### src/hw/rrr_pkg.sv
/*
  Shared constants for the row refresh and repair block: register map,
  mode register fields, command codes, state codes and timing counts.
  Assumes a 20 MHz register clock; all cycle counts derive from that period.
*/
package rrr_pkg;
  // ==========================================================
  // Timing
  localparam int unsigned CLK_PERIOD_NS = 50;
  localparam int unsigned MODE_WRITE_DELAY_NS = 14;
  localparam int unsigned PRECHARGE_TIME_NS = 18;
  localparam int unsigned FUSE_PROGRAM_TIME_MS = 1000;
  localparam int unsigned FUSE_EXIT_TIME_NS = 15;
  // Least times round up
  localparam int unsigned MRD_CYC = (MODE_WRITE_DELAY_NS + CLK_PERIOD_NS - 1) / CLK_PERIOD_NS;
  localparam int unsigned TRP_CYC = (PRECHARGE_TIME_NS + CLK_PERIOD_NS - 1) / CLK_PERIOD_NS;
  localparam int unsigned PGM_CYC = (FUSE_PROGRAM_TIME_MS * 1000000 + CLK_PERIOD_NS - 1) / CLK_PERIOD_NS;
  localparam int unsigned EXIT_CYC = (FUSE_EXIT_TIME_NS + CLK_PERIOD_NS - 1) / CLK_PERIOD_NS;
  localparam int unsigned TRR_OPS = 3;
  // ==========================================================
  // Bus register byte offsets
  localparam logic [7:0] ADDR_REFRESH_REPAIR = 8'h00;
  localparam logic [7:0] ADDR_STATUS_REPAIR = 8'h04;
  localparam logic [7:0] ADDR_REPAIR_SUPPORT = 8'h08;
  localparam logic [7:0] ADDR_CONFIG = 8'h0c;
  localparam logic [7:0] ADDR_STATE = 8'h10;
  localparam logic [7:0] ADDR_FLAGS = 8'h14;
  // ==========================================================
  // Mode register addresses and fields
  localparam logic [5:0] MA_REFRESH_REPAIR = 6'h18;
  localparam logic [5:0] MA_STATUS_REPAIR = 6'h04;
  localparam int unsigned TRR_EN_BIT = 7;
  localparam int unsigned TRR_BANK_LSB = 4;
  localparam int unsigned REPAIR_EN_BIT = 4;
  localparam logic [2:0] LIMIT_UNLIMITED = 3'h0;
  // Config layout: [2:0] limit, [3] unlimited, [4] ignore enable when unlimited, [15:8] support
  localparam int unsigned CFG_UNLIM_BIT = 3;
  localparam int unsigned CFG_IGNORE_BIT = 4;
  localparam int unsigned CFG_SUPPORT_LSB = 8;
  localparam logic [15:0] CONFIG_RESET = 16'h0104;
  // Flags: [0] command while fusing, [1] early precharge, [2] refresh sequence aborted
  localparam int unsigned FLAG_W = 3;
  // ==========================================================
  // Commands and states
  typedef enum logic [2:0] {
    CMD_DES = 3'h0, CMD_ACT = 3'h1, CMD_PRE = 3'h2, CMD_REF = 3'h3,
    CMD_SRE = 3'h4, CMD_MRW = 3'h5, CMD_OTHER = 3'h6
  } rrr_cmd_t;
  typedef enum logic [1:0] {
    TRR_IDLE = 2'h0, TRR_ENTRY = 2'h1, TRR_ACTIVE = 2'h2, TRR_DONE = 2'h3
  } rrr_trr_t;
  typedef enum logic [2:0] {
    PPR_IDLE = 3'h0, PPR_ARMING = 3'h1, PPR_ARMED = 3'h2,
    PPR_PROGRAM = 3'h3, PPR_RECOG = 3'h4, PPR_READY = 3'h5
  } rrr_ppr_t;
endpackage : rrr_pkg

### src/hw/rrr_maint.sv
/*
  Device-side sequencer for targeted row refresh and post-package repair,
  with an AHB-Lite register slave.
  Assumes decoded DRAM commands arrive one per cycle, synchronous to hclk.
*/
// The implementer's own choices: register access over AHB-Lite and the register addresses.
// Overview of operation
// - Unlimited tolerance makes targeted refresh optional; enable response is configurable.
// - Mode bit 7 enables targeted refresh; bits 6 to 4 pick the bank.
// - Mode clears itself after third bank precharge plus precharge time and mode-write delay.
// - Optional exit write clears enable; the bank field is then ignored.
// - Three activates and three precharges complete it; precharge-all counts.
// - Repair is optional, one row per bank, irreversible (fused_reg here clears on hresetn); guard against accidental entry.
`timescale 1ns/100ps
`default_nettype none
module rrr_maint #(
  parameter int unsigned PGM_CYCLES = rrr_pkg::PGM_CYC
) (
  input wire logic hclk,
  input wire logic hresetn,
  input wire logic hsel,
  input wire logic [31:0] haddr,
  input wire logic [1:0] htrans,
  input wire logic hwrite,
  input wire logic [2:0] hsize,
  input wire logic [31:0] hwdata,
  input wire logic hready,
  output logic hreadyout,
  output logic hresp,
  output logic [31:0] hrdata,
  input wire logic cmd_valid,
  input wire rrr_pkg::rrr_cmd_t cmd_op,
  input wire logic [2:0] cmd_bank,
  input wire logic cmd_all,
  input wire logic [5:0] cmd_ma,
  input wire logic [7:0] cmd_data,
  output logic trr_active,
  output logic [2:0] trr_bank,
  output logic repair_programming,
  output logic [7:0] fused_banks
);
  import rrr_pkg::*;

  initial begin
    if (PGM_CYCLES < 1 || PGM_CYCLES >= (1 << 25)) $error("PGM_CYCLES out of range");
    if (TRP_CYC + MRD_CYC > 255) $error("Done wait too long for timer");
  end

  function automatic logic bank_hit(input logic [2:0] b, input logic all, input logic [2:0] sel);
    return all || (b == sel);
  endfunction : bank_hit

  // ==========================================================
  // Command decode
  wire logic any_cmd = cmd_valid && (cmd_op != CMD_DES);
  wire logic is_act = cmd_valid && (cmd_op == CMD_ACT);
  wire logic is_pre = cmd_valid && (cmd_op == CMD_PRE);
  wire logic is_mrw = cmd_valid && (cmd_op == CMD_MRW);
  wire logic mrw_trr = is_mrw && (cmd_ma == MA_REFRESH_REPAIR);
  wire logic mrw_ppr = is_mrw && (cmd_ma == MA_STATUS_REPAIR);
  wire logic trr_set = mrw_trr && cmd_data[TRR_EN_BIT];
  wire logic trr_clr = mrw_trr && !cmd_data[TRR_EN_BIT];

  logic [15:0] cfg_reg;
  logic [FLAG_W-1:0] flags_reg, flags_next, flag_set;
  wire logic unlimited = (cfg_reg[2:0] == LIMIT_UNLIMITED) && cfg_reg[CFG_UNLIM_BIT];
  wire logic unlim_ignore = unlimited && cfg_reg[CFG_IGNORE_BIT];
  wire logic [7:0] support = cfg_reg[CFG_SUPPORT_LSB +: 8];

  // ==========================================================
  // Targeted row refresh
  rrr_trr_t trr_state, trr_state_next;
  logic [1:0] act_cnt_reg, act_cnt_next, pre_cnt_reg, pre_cnt_next;
  logic [7:0] trr_tmr_reg, trr_tmr_next;
  logic [2:0] trr_bank_reg, trr_bank_next;
  logic trr_en_reg, trr_en_next;
  wire logic act_hit = is_act && bank_hit(cmd_bank, 1'b0, trr_bank_reg);
  wire logic pre_hit = is_pre && bank_hit(cmd_bank, cmd_all, trr_bank_reg);
  wire logic pre_counts = pre_hit && (pre_cnt_reg < act_cnt_reg);
  wire logic third_pre = pre_counts && (pre_cnt_reg == 2'(TRR_OPS - 1));

  always_comb begin
    trr_state_next = trr_state;
    act_cnt_next = act_cnt_reg;
    pre_cnt_next = pre_cnt_reg;
    trr_tmr_next = trr_tmr_reg;
    trr_bank_next = trr_bank_reg;
    trr_en_next = trr_en_reg;
    case (trr_state)
      TRR_IDLE: begin
        if (trr_set && !unlim_ignore) begin
          trr_state_next = TRR_ENTRY;
          trr_bank_next = cmd_data[TRR_BANK_LSB +: 3];
          trr_en_next = 1'b1;
          trr_tmr_next = 8'(MRD_CYC - 1);
          act_cnt_next = 2'h0;
          pre_cnt_next = 2'h0;
        end
      end
      TRR_ENTRY: begin
        if (trr_tmr_reg == 8'h00) begin
          trr_state_next = TRR_ACTIVE;
        end else begin
          trr_tmr_next = trr_tmr_reg - 8'h01;
        end
      end
      TRR_ACTIVE: begin
        if (act_hit && act_cnt_reg != 2'(TRR_OPS)) begin
          act_cnt_next = act_cnt_reg + 2'h1;
        end
        if (pre_counts) begin
          pre_cnt_next = pre_cnt_reg + 2'h1;
        end
        if (third_pre) begin
          trr_state_next = TRR_DONE;
          trr_tmr_next = 8'(TRP_CYC + MRD_CYC - 1);
        end
      end
      TRR_DONE: begin
        if (trr_tmr_reg == 8'h00) begin
          trr_state_next = TRR_IDLE;
          trr_en_next = 1'b0;
        end else begin
          trr_tmr_next = trr_tmr_reg - 8'h01;
        end
      end
      default: trr_state_next = TRR_IDLE;
    endcase
    // Clearing write aborts or exits; bank field ignored either way
    if (trr_clr) begin
      trr_state_next = TRR_IDLE;
      trr_en_next = 1'b0;
      trr_bank_next = trr_bank_reg;
    end
  end

  always_ff @(posedge hclk or negedge hresetn) begin
    if (!hresetn) begin
      trr_state <= TRR_IDLE;
      act_cnt_reg <= 2'h0;
      pre_cnt_reg <= 2'h0;
      trr_tmr_reg <= 8'h00;
      trr_bank_reg <= 3'h0;
      trr_en_reg <= 1'b0;
    end else begin
      trr_state <= trr_state_next;
      act_cnt_reg <= act_cnt_next;
      pre_cnt_reg <= pre_cnt_next;
      trr_tmr_reg <= trr_tmr_next;
      trr_bank_reg <= trr_bank_next;
      trr_en_reg <= trr_en_next;
    end
  end

  // ==========================================================
  // Post-package repair
  // Each fuse is one-shot: a fused bank refuses a second repair activate.
  rrr_ppr_t ppr_state, ppr_state_next;
  logic [24:0] ppr_tmr_reg, ppr_tmr_next;
  logic [2:0] ppr_bank_reg, ppr_bank_next;
  logic [7:0] fused_reg, fused_next;
  logic ppr_en_reg, ppr_en_next;

  always_comb begin
    ppr_state_next = ppr_state;
    ppr_tmr_next = ppr_tmr_reg;
    ppr_bank_next = ppr_bank_reg;
    fused_next = fused_reg;
    ppr_en_next = ppr_en_reg;
    flag_set = '0;
    case (ppr_state)
      PPR_IDLE: begin
        if (mrw_ppr && cmd_data[REPAIR_EN_BIT] && support != 8'h00) begin
          ppr_state_next = PPR_ARMING;
          ppr_en_next = 1'b1;
          ppr_tmr_next = 25'(MRD_CYC - 1);
        end
      end
      PPR_ARMING: begin
        if (ppr_tmr_reg == 25'h0) begin
          ppr_state_next = PPR_ARMED;
        end else begin
          ppr_tmr_next = ppr_tmr_reg - 25'h1;
        end
      end
      PPR_ARMED: begin
        if (is_act && !fused_reg[cmd_bank]) begin
          ppr_state_next = PPR_PROGRAM;
          ppr_bank_next = cmd_bank;
          ppr_tmr_next = 25'(PGM_CYCLES - 1);
        end
      end
      PPR_PROGRAM: begin
        if (ppr_tmr_reg != 25'h0) begin
          ppr_tmr_next = ppr_tmr_reg - 25'h1;
        end
        if (is_pre && ppr_tmr_reg == 25'h0) begin
          fused_next[ppr_bank_reg] = 1'b1;
          ppr_state_next = PPR_RECOG;
          ppr_tmr_next = 25'(EXIT_CYC - 1);
        end else if (is_pre) begin
          flag_set[1] = 1'b1;
          ppr_state_next = PPR_ARMED;
        end else if (any_cmd) begin
          flag_set[0] = 1'b1;
        end
      end
      PPR_RECOG: begin
        if (ppr_tmr_reg == 25'h0) begin
          ppr_state_next = PPR_READY;
        end else begin
          ppr_tmr_next = ppr_tmr_reg - 25'h1;
        end
      end
      PPR_READY: ppr_state_next = PPR_READY;
      default: ppr_state_next = PPR_IDLE;
    endcase
    if (mrw_ppr && !cmd_data[REPAIR_EN_BIT]) begin
      ppr_state_next = PPR_IDLE;
      ppr_en_next = 1'b0;
    end
    flag_set[2] = trr_clr && (trr_state != TRR_IDLE);
  end

  always_ff @(posedge hclk or negedge hresetn) begin
    if (!hresetn) begin
      ppr_state <= PPR_IDLE;
      ppr_tmr_reg <= 25'h0;
      ppr_bank_reg <= 3'h0;
      fused_reg <= 8'h00;
      ppr_en_reg <= 1'b0;
    end else begin
      ppr_state <= ppr_state_next;
      ppr_tmr_reg <= ppr_tmr_next;
      ppr_bank_reg <= ppr_bank_next;
      fused_reg <= fused_next;
      ppr_en_reg <= ppr_en_next;
    end
  end

  // ==========================================================
  // AHB-Lite slave, zero wait states
  logic wr_pend_reg;
  logic [7:0] wr_addr_reg;
  logic [31:0] rd_data_reg;
  wire logic take = hsel && hready && htrans[1];
  wire logic wr_cfg = wr_pend_reg && (wr_addr_reg == ADDR_CONFIG);
  wire logic wr_flags = wr_pend_reg && (wr_addr_reg == ADDR_FLAGS);
  wire logic [31:0] mode_view = {24'h0, trr_en_reg, trr_bank_reg, cfg_reg[3:0]};
  wire logic [31:0] state_view = {6'h0, ppr_en_reg, trr_en_reg, fused_reg, 5'h0, ppr_state,
    pre_cnt_reg, act_cnt_reg, 2'h0, trr_state};
  wire logic [31:0] rd_mux =
    (haddr[7:0] == ADDR_REFRESH_REPAIR) ? mode_view :
    (haddr[7:0] == ADDR_STATUS_REPAIR) ? {27'h0, ppr_en_reg, 4'h0} :
    (haddr[7:0] == ADDR_REPAIR_SUPPORT) ? {24'h0, support} :
    (haddr[7:0] == ADDR_CONFIG) ? {16'h0, cfg_reg} :
    (haddr[7:0] == ADDR_STATE) ? state_view :
    (haddr[7:0] == ADDR_FLAGS) ? {29'h0, flags_reg} : 32'h0;
  // Set wins over a simultaneous write-one-to-clear
  assign flags_next = (flags_reg & ~(wr_flags ? hwdata[FLAG_W-1:0] : '0)) | flag_set;

  always_ff @(posedge hclk or negedge hresetn) begin
    if (!hresetn) begin
      wr_pend_reg <= 1'b0;
      wr_addr_reg <= 8'h00;
      rd_data_reg <= 32'h0;
      cfg_reg <= CONFIG_RESET;
      flags_reg <= '0;
    end else begin
      wr_pend_reg <= take && hwrite;
      wr_addr_reg <= haddr[7:0];
      rd_data_reg <= (take && !hwrite && haddr[31:8] == 24'h0) ? rd_mux : 32'h0;
      cfg_reg <= wr_cfg ? hwdata[15:0] : cfg_reg;
      flags_reg <= flags_next;
    end
  end

  assign hreadyout = 1'b1;
  assign hresp = 1'b0;
  assign hrdata = rd_data_reg;
  assign trr_active = trr_en_reg;
  assign trr_bank = trr_bank_reg;
  assign repair_programming = (ppr_state == PPR_PROGRAM);
  assign fused_banks = fused_reg;

  // ==========================================================
  // Checks
  localparam int CHK_DONE_WAIT = TRP_CYC + MRD_CYC;
endmodule : rrr_maint
`default_nettype wire

### config.mk
export PLATFORM = sky130hd
export DESIGN_NAME = rrr_maint
export DESIGN_NICKNAME = d
export VERILOG_FILES = /design/src/hw/rrr_pkg.sv /design/src/hw/rrr_maint.sv
export SDC_FILE = /design/constraint.sdc
export NUM_CORES = 1
export LEC_CHECK = 0
export ABC_AREA = 1
export BUFFER_PORTS_ARGS = -buffer_cell sky130_fd_sc_hd__buf_4
export CORE_MARGIN = 8
export CORE_UTILIZATION = 55
export DETAILED_ROUTE_END_ITERATION = 8
export GPL_TIMING_DRIVEN = 0
export PLACE_DENSITY = 0.88
export SYNTH_ARGS = -nofsm -noshare
export SYNTH_HDL_FRONTEND = slang
export SYNTH_SLANG_ARGS = --single-unit
### constraint.sdc
create_clock -name hclk -period 2.2 [get_ports hclk]
set_clock_uncertainty 0.05 [all_clocks]
set_input_delay 0.33 -clock hclk [delete_from_list [all_inputs] [get_ports hclk]]
set_output_delay 0.33 -clock hclk [all_outputs]
set_load 0.01 [all_outputs]
==> results.toml <==
[placed_design]
routabilityCongestion = 0.889
io_buffers = 109
pre_cts_ws_ps = 62.2
dp_hpwl_um = 12400

[floorplan]
die_x_um = 124
dieArea_mm2 = 0.0154
fp.dieH_um = 124
rows = 39
io_pins = 143
initial_core_util_pct = 56.3
coreArea_mm2 = 0.0114

[pwr]
ir_drop_mv = 0.911
p_int_mw = 4.77
p_per_area_mw_per_mm2 = 1090
clockPowerShare_pct = 20.3
power.switching_mw = 3.74
p_seq_share_pct = 32.7
p_comb_share_pct = 47.0
swShare_pct = 43.9
p_leak_nw = 4.13

[sta]
relSlewSlack_pct = 56.4
grt_setup_unrepaired = "false"
finalMaxSlewViolations = 0
tightest_slew_ps = 649
min_period_ps = 2060
timing.hold.ws_ps = 38.7
fmax_mhz = 484
layout_setup_ws_ps = 136
fin_crit_sh_pct = 93.8
fin_tns_setup_ps = 0
timing.final.hold_violations = 0
setup_violations = 0

[yosys]
synthFlopType = "dfrtp_1"
yosysUniqueCellTypes = 44
synth.avg_cell_area_um2 = 7.45
yosysSeqAreaShare_pct = 43.6
synth_edf_count = 0
syn_inst = 863
synth_top_cell_area_share_pct = 42.8
synth_top_area_cell = "dfrtp_1"
synth_area_mm2 = 0.00643
ys_top_cells_by_area = "dfrtp_1 (43%), nand2_1 (16%), nand3_1 (5.6%)"
yosysWarnings = 0
async_flop_share_pct = 100
synth-seq-cells = 112

[layout]
final_cell_mix = "nand2_1 (267), buf_4 (118), dfrtp_1 (110), nor2_1 (95), inv_1 (85)"
diodes = 0
drive_gt1_share_pct = 19.6
syn_to_final_growth_pct = 21.7
fin_nets = 1099
fillCellCount = 902
layout_commonest_cell = "nand2_1"
largest_register_ffs = 26

[global_routing]
first_global_vias = 5931
grt_max_degree = 113
grt_pass1_wl_um = 27400
grt_use_total_pct = 22.2
antenna_found_initial = 0
grt_overflow = 0

[drt]
routed_wl_um = 16800
dr.pass1.iters = 5
drt_iter0_markers = 588
wl_met1_um = 6880
route.vias.total = 6141
wl_met2_um = 8440
detail-route-antenna-nets = 0
drc = 0
routed_via_density = 5.39
post_drt_wl_per_cell_um = 14.7
top_layer_used = "met4"
routed-wl-met3_um = 1090

[critical_path]
arrival_ps = 1680
worstPathRequired_ps = 1820
cp-end-kind = "output port"
reg2reg_depth = 12
cp_max_fo = 10
critPathKind = "reg -> out"
critPathLaunchType = "flip-flop"

[clock_tree]
cts-root-buf = "clkbuf_16"
tritoncts = "built"
cts_made_buffers = 9
clock_path_buffers = 2
clk_pin_slew_worst_paths_ps = 80
clock_sinks = 112
clk_latency_ps = 350
htree_num_levels = 3

[worst_hold_path]
hold_depth = 1
hold_path.class = "in -> reg"

[run]
drv_cap = 0

[run_status]
status = "finished clean"
layout make-up:
type	count	area, um^2	area share [%]
repair buffers	112	867	11.1
inverters	93	349	4.46
well taps	143	179	2.29
flip-flops and latches	112	2810	35.9
plain buffers	24	168	2.14
multi-input cells	640	3140	40.2
clock inverters	6	73.8	0.944
clock buffers	10	239	3.05
cell families (layout without fill, tap and decap cells):
logic type	Yosys count	after routing	share of synthesized area, %
multiplexers	6	6	1.05
buffers and inverters	117	245	8.02
other	2	8	0.117
AO/OA/AOI/OAI	77	77	6.60
flip-flops	112	112	43.6
XOR/XNOR	20	20	2.72
adder cells (fa/ha/maj)	11	11	2.14
AND/OR/NAND/NOR	518	518	35.7
worst paths after layout:
path	slack, ps	to	from
max reg2reg	200	ppr_tmr_reg[22]	ppr_tmr_reg[0]
max in group asynchronous	980	cfg_reg[8]	hresetn
min in group asynchronous	440	hrdata[2]	hresetn
min	40	wr_addr_reg[4]	haddr[4]
min reg2reg	430	trr_tmr_reg[1]	trr_tmr_reg[1]
max	140	repair_programming	ppr_state[2]
power by group through the flow:
stage                     clock network, mW  logic (mW)  registers, mW
after CTS                              1.74        3.94           2.76
after global placement                    0        3.79           2.78
after detailed placement                  0        3.92           2.78
after floorplan                           0        3.09           2.70
after global routing                   1.83        4.55           2.81
final                                  1.73        4.00           2.78
synthesized netlist by cell type, types with 5 or more instances:
cell type,number
a21oi_1,23
buf_4,9
buf_6,5
clkbuf_1,5
dfrtp_1,110
ha_1,11
inv_1,85
inv_2,7
mux2_2,6
nand2_1,268
nand2_2,10
nand3_1,72
nand4_1,15
nor2_1,96
nor3_1,29
o21ai_0,43
xnor2_1,11
xor2_1,9
critical path, cell delays in order, from the launching register on:
cell	delay, ps
dfrtp_1	470
inv_2	120
nand2_2	80
nor2_4	210
buf_2	280
buf_4	160
stage by stage:
step / util [%] / power, mW / area [um^2] / std cells
global route: 68.5 / 9.20 / 7820 / 1140
global placement: 65.2 / 6.56 / 7450 / 1121
finish: 68.5 / 8.51 / 7820 / 1140
floorplan: - / 5.79 / 6450 / 869
detailed placement: 65.2 / 6.70 / 7450 / 1121
CTS: 68.0 / 8.44 / 7760 / 1137
metal layers:
layer | GRT usage, % | vias up
li1 | - | 3005
met1 | 27.9 | 2882
met2 | 38.0 | 223
met3 | 3.22 | 31
met4 | 8.10 | 0
met5 | 0 | -
timing repair:
action / in CTS / in global routing
pin swaps: 0 / 0
endpoints found under the hold margin: 0 / 46
hold buffers: 0 / 1
gates resized for setup: 1 / 4
setup buffers: 0 / 1
endpoints found under the setup margin: 1 / 20
gates cloned: 0 / 0
(Power assumes the default switching activity.)
